--- src/hw/acs_pkg.sv ---
// Purpose: Constants for the active channel settings shadow registers
// Assumes: 200 MHz device clock
// Notes: Offsets are the register addresses as seen on the management bus
package acs_pkg;
	localparam logic [7:0] ACS_ADDR_ACTIVE_CHANNEL_DISABLE = 8'h22;
	localparam logic [7:0] ACS_ADDR_POL_ACT = 8'h23;
	localparam logic [7:0] ACS_DIS_RESET = 8'h00;
	localparam logic [7:0] ACS_POL_RESET = 8'h00;
	localparam int ACS_DIS_MSB = 7;
	localparam int ACS_DIS_LSB = 4;
	localparam logic [7:0] ACS_DIS_MASK = 8'hF0;
	localparam int ACS_SHUNT_MSB = 7;
	localparam int ACS_SHUNT_LSB = 4;
	localparam int ACS_SUPPLY_MSB = 3;
	localparam int ACS_SUPPLY_LSB = 0;
	localparam int ACS_CLK_MHZ = 200;
	localparam int ACS_VALID_TIME_US = 1000;
	localparam int ACS_VALID_CYCLES = ACS_VALID_TIME_US * ACS_CLK_MHZ;
	localparam int ACS_CNT_W = 18;
	typedef enum logic [1:0] {
		ACS_ST_VALID = 2'b01,
		ACS_ST_WAIT = 2'b10
	} acs_state_t;
endpackage

--- src/hw/acs_shadow.sv ---
// Purpose: Active (applied) channel-disable and polarity shadow registers
// Assumes: Register reads and writes arrive as synchronous strobes from the bus front end
// Notes: On an apply strobe the polarity register captures its programmed copy and the disable register only bits 7:4 of its own
`timescale 1ns/10ps
module acs_shadow
	import acs_pkg::*;
#(
	parameter int VALID_CYCLES = ACS_VALID_CYCLES
) (
	// Clock and reset
	input wire logic sys_clk_i,
	input wire logic rstn_i,
	// Apply command and programmed values
	input wire logic apply_i,
	input wire logic [7:0] prog_chan_disable_i,
	input wire logic [7:0] programmed_polarity_select_i,
	// Register access from the bus front end
	input wire logic rd_i,
	input wire logic wr_i,
	input wire logic [7:0] addr_i,
	input wire logic [7:0] wdata_i,
	output logic [7:0] rdata_o,
	// Active settings to the conversion sequencer
	output logic [3:0] chan_disable_o,
	output logic [3:0] shunt_bipolar_o,
	output logic [3:0] supply_bipolar_o,
	output logic settings_valid_o
);
	logic [7:0] dis_r, dis_nxt;
	logic [7:0] pol_r, pol_nxt;
	logic [7:0] rdata_r, rdata_nxt;
	logic [ACS_CNT_W-1:0] cnt_r, cnt_nxt;
	acs_state_t st_r, st_nxt;
	logic [3:0] chan_disable_r, chan_disable_nxt;
	logic [3:0] shunt_r, shunt_nxt;
	logic [3:0] supply_r, supply_nxt;
	logic valid_r, valid_nxt;
	logic unused_w;

	// Shadow capture; writes never reach the stored bits
	always_comb begin
		dis_nxt = dis_r;
		pol_nxt = pol_r;
		if (apply_i) begin
			dis_nxt = prog_chan_disable_i & ACS_DIS_MASK;
			pol_nxt = programmed_polarity_select_i;
		end
		// Per-channel views follow the captured bytes on the same edge
		chan_disable_nxt = dis_nxt[ACS_DIS_MSB:ACS_DIS_LSB];
		shunt_nxt = pol_nxt[ACS_SHUNT_MSB:ACS_SHUNT_LSB];
		supply_nxt = pol_nxt[ACS_SUPPLY_MSB:ACS_SUPPLY_LSB];
	end

	// Validity timer started by each apply
	always_comb begin
		st_nxt = st_r;
		cnt_nxt = cnt_r;
		unique case (st_r)
			ACS_ST_VALID: begin
				if (apply_i) begin
					st_nxt = ACS_ST_WAIT;
					cnt_nxt = ACS_CNT_W'(VALID_CYCLES - 1);
				end
			end
			ACS_ST_WAIT: begin
				if (apply_i) begin
					cnt_nxt = ACS_CNT_W'(VALID_CYCLES - 1);
				end else if (cnt_r == '0) begin
					st_nxt = ACS_ST_VALID;
				end else begin
					cnt_nxt = cnt_r - 1'b1;
				end
			end
			default: begin
				st_nxt = ACS_ST_VALID;
				cnt_nxt = '0;
			end
		endcase
		// Valid gets its own flop so the output needs no decode
		valid_nxt = (st_nxt == ACS_ST_VALID);
	end

	// Read data mux
	always_comb begin
		rdata_nxt = rdata_r;
		if (rd_i) begin
			unique case (addr_i)
				ACS_ADDR_ACTIVE_CHANNEL_DISABLE: rdata_nxt = dis_r & ACS_DIS_MASK;
				ACS_ADDR_POL_ACT: rdata_nxt = pol_r;
				default: rdata_nxt = 8'h00;
			endcase
		end
	end

	// Shadow group registers; reset clears every stored bit
	always_ff @(posedge sys_clk_i or negedge rstn_i) begin
		if (!rstn_i) begin
			dis_r <= ACS_DIS_RESET;
			pol_r <= ACS_POL_RESET;
			chan_disable_r <= 4'h0;
			shunt_r <= 4'h0;
			supply_r <= 4'h0;
		end else begin
			dis_r <= dis_nxt;
			pol_r <= pol_nxt;
			chan_disable_r <= chan_disable_nxt;
			shunt_r <= shunt_nxt;
			supply_r <= supply_nxt;
		end
	end

	// Timer group registers; a reset in mid-interval leaves the shadows valid
	always_ff @(posedge sys_clk_i or negedge rstn_i) begin
		if (!rstn_i) begin
			cnt_r <= '0;
			st_r <= ACS_ST_VALID;
			valid_r <= 1'b1;
		end else begin
			cnt_r <= cnt_nxt;
			st_r <= st_nxt;
			valid_r <= valid_nxt;
		end
	end

	// Read data register; holds the last read until the next one
	always_ff @(posedge sys_clk_i or negedge rstn_i) begin
		if (!rstn_i) begin
			rdata_r <= 8'h00;
		end else begin
			rdata_r <= rdata_nxt;
		end
	end

	// Write data is accepted and dropped
	assign unused_w = wr_i & (|wdata_i);
	assign rdata_o = rdata_r;
	assign chan_disable_o = chan_disable_r;
	assign shunt_bipolar_o = shunt_r;
	assign supply_bipolar_o = supply_r;
	assign settings_valid_o = valid_r;
endmodule

--- config.mk ---
export PLATFORM = sky130hd
export DESIGN_NAME = acs_shadow
export DESIGN_NICKNAME = d
export VERILOG_FILES = /design/src/hw/acs_pkg.sv /design/src/hw/acs_shadow.sv
export SDC_FILE = /design/constraint.sdc
export NUM_CORES = 1
export LEC_CHECK = 0
export BUFFER_PORTS_ARGS = -buffer_cell sky130_fd_sc_hd__buf_2
export CAP_MARGIN = 30
export CORE_MARGIN = 2
export CORE_UTILIZATION = 30
export DETAILED_ROUTE_END_ITERATION = 6
export PLACE_DENSITY = 0.5
export SLEW_MARGIN = 20
export SYNTH_ARGS = -nofsm -noshare
export SYNTH_HDL_FRONTEND = slang
export SYNTH_SLANG_ARGS = --single-unit
export TNS_END_PERCENT = 1
--- constraint.sdc ---
create_clock -name sys_clk_i -period 2.53 [get_ports sys_clk_i]
set_input_delay 0.253 -clock sys_clk_i [delete_from_list [all_inputs] [get_ports sys_clk_i]]
set_output_delay 0.253 -clock sys_clk_i [all_outputs]
set_load 0.02 [all_outputs]
==> Word-level counts from Yosys, hierarchy flattened <==
Cells that the tools add are included.
{ "word_totals": {"in_bits": 37, "register_bits": 49} }
{ "classes": {"n_eq_ne": 7, "n_mux": 10, "n_reduce_logical": 2, "addsub": 1} }
{ "ops": {"columns": ["operator", "n"], "rows": [
  ["two-way mux 18 bit", 3],
  ["one-hot mux 18 bit (2 select lines)", 1],
  ["logical NOT 18 bit", 1],
  ["subtractor 18 x 1 -> 18 bit, second input constant", 1],
  ["== test 8 x 6 -> 1 bit, second input constant", 2],
  ["one-hot mux 8 bit (2 select lines)", 1],
  ["two-way mux 8 bit", 1],
  ["two-way mux 2 bit", 3],
  ["== test 2 x 1 -> 1 bit, second input constant", 2],
  ["one-hot mux 2 bit (2 select lines)", 1],
  ["inequality test 3 bit, second input constant", 1],
  ["== test 2 bit, second input constant", 1],
  ["inequality test 2 bit, second input constant", 1],
  ["AND reduction 2 bit", 1]
]} }

==> Depth between registers and ports, before layout <==
{ "depth": {"depth_word": 5, "ltp_mapped": 8} }

==> Worst setup path after synthesis <==
Ideal clock, no wire load.
{ "synth_path": {"path_type": "register to register", "startpoint": "register st_r[0]", "endpoint": "register cnt_r[7]", "arrival_ps": 1836, "path_stages_with_launch": 9, "synth_period_minus_slack_ps": 1946, "setup_slack_ps": 584, "n_path_buf": 3, "setup_time_ps": 110, "required_ps": 2420, "path_cell_list": "dfstp_2 inv_1 ha_1 clkbuf_1 nand2b_1 clkbuf_1 or2_0 buf_2 o41ai_1"} }
{ "synth_between": {"elab_chain_len": 3, "elab_cells_between_ends": 6, "cone_classes": "eq/ne (4); mux (1); reduce/logical (1)"} }
{ "synth_lines": {"columns": ["element", "line_no", "text"], "rows": [
  ["start: declaration", "acs_shadow.sv:33", "acs_state_t st_r, st_nxt;"],
  ["start signal: assignment", "acs_shadow.sv:120", "st_r <= st_nxt;"],
  ["== test 2 bit / == test 2 x 1 -> 1 bit (equally long branches)", "acs_shadow.sv:58", "unique case (st_r)"],
  ["inequality test 3 bit (no line) / inequality test 2 bit (equally long branches)", null, null],
  ["AND reduction 2 bit (no line)", null, null],
  ["end signal: assignment", "acs_shadow.sv:119", "cnt_r <= cnt_nxt;"],
  ["end: declaration", "acs_shadow.sv:32", "logic [ACS_CNT_W-1:0] cnt_r, cnt_nxt;"]
]} }
Parallel ways exist; a longest one is shown, timed or not.
A chain may end at the register's enable or synchronous reset.

==> Worst setup path after layout <==
{ "layout_path": {"startpoint": "register cnt_r[0]", "endpoint": "register cnt_r[12]"} }
{ "layout_between": {"elab_chain_len": 4, "elab_cells_between_ends": 7, "cone_classes": "add/sub (1); eq/ne (1); mux (3); reduce/logical (2)"} }
{ "layout_lines": {"columns": ["element", "line_no", "text"], "rows": [
  ["subtractor 18 x 1 -> 18 bit", "acs_shadow.sv:71", "cnt_nxt = cnt_r - 1'b1;"],
  ["two-way mux 18 bit", "acs_shadow.sv:68", "end else if (cnt_r == '0) begin"],
  ["two-way mux 18 bit", "acs_shadow.sv:66", "if (apply_i) begin"],
  ["one-hot mux 18 bit (2 select lines)", "acs_shadow.sv:58", null]
]} }
Parallel ways exist; a longest one is shown, timed or not. The select of a mux whose other input is x is not followed.

==> run_results.csv <==
group,metric,value,unit
clocking,root_buffer,"clkbuf_8",
power,p_per_area,979.3,nW/um^2
cells_and_area,syn_to_final_growth,21.79,%
yosys,netlist_area,2142,um^2
floorplan,die-area,7832,um^2
yosys,synth_edf_count,0,
yosys,synth_ff_type,"dfrtp_1",
setup_path,reg2reg_from,"cnt_r[0]$_DFFE_PN0P_",
route,wl,4.881,mm
timing,slew-limit-headroom,71.10,%
cells_and_area,nets,307,
timing,fin_setup_tns,0,ns
clocking,cts_buffers,5,
route,postRouteAntennaNets,0,
timing,rsz0062_at_grt,"no",
floorplan,ioPinCount,58,
timing,tightestPinTransition,0.4299,ns
yosys,avgSynthCellArea,9.693,um^2
yosys,synthTopCellsByArea,"dfrtp_1, mux2_2, o21ai_0",
timing,drv_slew,0,
route,drt_pass1_iterations,5,
place,io_buffer_count,44,
setup_path,crit_start,"cnt_r[0]$_DFFE_PN0P_",
yosys,yosys.cell_types.count,45,
cells_and_area,fin_util,37.98,%
route,drt_iter0_drc,56,
floorplan,num_rows,30,
floorplan,coreArea,6869,um^2
status,outcome,"finished clean",
timing,period_share,91.66,%
yosys,async_flop_share,100.0,%
yosys,syn_inst,221,
clocking,cts.clk_slew.worst_paths,0.08,ns
global_route,grt_use_total,13.73,%
clocking,insertion_delay,0.29,ns
global_route,overflow,0,
setup_path,crit_path_end_kind,"flop",
route,viasPerCell,4.939,
floorplan,die_w,88.50,um
setup_path,arrival,2.48,ns
timing,hold_violations,0,
job,cap_violations,0,
clocking,cts_sinks,41,
timing,fmax,431.2,MHz
global_route,grt_pass1_wl,8.418,mm
yosys,synth_top_area_share,45.56,%
clocking,cts_tree,"built",
place,dp_hpwl,3.648,mm
route,drc,0,
clocking,cts_buffer_depth,2,
place,place_ws,0.1803,ns
route,wl_per_cell,13.45,um
place,gp_congestion,0.8134,
yosys,ys_seq_area_share,48.01,%
clocking,cts_resized,0,
worst_hold_path,holdCritPathClass,"in -> reg",
floorplan,initial_core_util,31.18,%
global_route,grt_max_degree,31,
floorplan,dieHeight,88.50,um
timing,min_period,2.319,ns
global_route,grt_pass1_vias,1722,
power,power.leakage,0.001177,uW
timing,setup_slack,0.2111,ns
timing,final.setup_skew,0.007476,ns
setup_path,crit_fanout,11,
cells_and_area,drive_above_1_share,29.59,%
yosys,syn_nets,261,
yosys,synth-seq-cells,41,
worst_hold_path,min_from,"prog_chan_disable_i[7]",
setup_path,worstSetupStartpointType,"flop",
timing,holdWs,0.1834,ns
clocking,h-tree-depth,2,
global_route,antenna_found_initial,0,
yosys,yosysTopAreaCell,"dfrtp_1",
timing,setup_viol,0,
yosys,yosysWarnings,0,
route,via_count,1793,
setup_path,crit_type,"reg -> reg",
setup_path,cp.required,2.69,ns
cells_and_area,diodes,0,
power,ir_drop,0.3988,mV
## worst paths after layout
check                           depth (start not counted)  slack, ns                    endpoint
worst min register to register                          1       0.49       cnt_r[17]$_DFFE_PN0P_
worst max-delay path                                    8       0.21       cnt_r[12]$_DFFE_PN0P_
worst min-delay path                                    2       0.18        dis_r[7]$_DFFE_PN0P_
worst max register to register                          8       0.21       cnt_r[12]$_DFFE_PN0P_
max in group asynchronous                               4       1.50  settings_valid_o$_DFF_PN1_
min in group asynchronous                               2       0.37      rdata_o[7]$_DFFE_PN0P_
## Yosys cell counts, drive strengths merged, types with 3 or more instances
master and count:
a21oi 9, mux2 13, nor3 7, nor2b 3, nand2b 4, or3 3
o22ai 6, mux2i 5, o21ai 27, buf 4, a31oi 6, o31ai 5
inv 13, dfrtp 39, clkbuf 9, nand2 18, nor2 14, ha 3
nor4 6
## through the flow
step	area, um^2	power [uW]	cells
2_1_floorplan	2142	1759	221
3_3_place_gp	2475	2054	354
3_5_place_dp	2495	2066	355
4_1_cts	2609	2590	363
5_1_grt	2609	2787	363
6_report	2609	2555	363
## power by group
part           switching (uW)  internal (uW)
registers                 121            787
clock network             225            287
logic                     667            467
total                    1010           1540
## flip-flops by register name, summed over array words and instances, names as in the netlist
register / cells
cnt_r: 18
rdata_o: 8
dis_r: 4
shunt_bipolar_o: 3
supply_bipolar_o: 3
pol_r: 2
st_r: 2
settings_valid_o: 1
## routing by layer
layer	part of all wire, %	GRT usage [%]
met3	6.1	3.638
met4	0.92	3.581
met2	44	22.28
met5	0	0
met1	49	18.27
## worst max-delay path: stages (launching register included)
cell	delay (ns)
dfrtp_1	0.43
inv_1	0.08
ha_1	0.25
nor2b_1	0.23
nand3_1	0.22
o21ai_1	0.24
buf_4	0.21
or2_0	0.37
o21ai_0	0.15
## repair_timing
action / CTS / global route
hold buffers: 1 / 0
endpoints found under the hold margin: 10 / 0
setup buffers: 0 / 0
## layout by cell type, fill, tap and decap left out, drive strengths merged, types with 2 or more instances in the layout
cell type,count
buf,51
dfrtp,39
o21ai,27
nand2,18
nor2,14
inv,13
mux2,13
a21oi,9
nor3,7
o22ai,6
a31oi,6
nor4,6
o31ai,5
mux2i,5
clkbuf,5
nand2b,4
nor2b,3
or3,3
ha,3
nand3,2
a21o,2
and3,2
o211ai,2
o21a,2
dfstp,2
or2,2
## kinds of logic (layout without fill, tap and decap cells)
logic type                 Yosys count  in the layout  synth area share, %
AOI/OAI and AO/OA                   67             67                19.10
xor gates and xnor gates             1              1               0.4090
adders and majority gates            3              3                1.753
buffers and inverters               26             72                4.731
DFF                                 41             41                48.01
muxes                               18             18                9.171
and+or+nand+nor                     65             65                16.82
## final cells by class
class / instances / area [um^2]
Clock buffer: 5 / 68.82
Clock inverter: 2 / 35.03
Fill cell: 711 / 4260
Inverter: 13 / 48.80
Multi-Input combinational cell: 154 / 1012
Sequential cell: 41 / 1028
Tap cell: 96 / 120.1
Timing Repair Buffer: 52 / 295.3
Power figures use the tool's default switching activity.
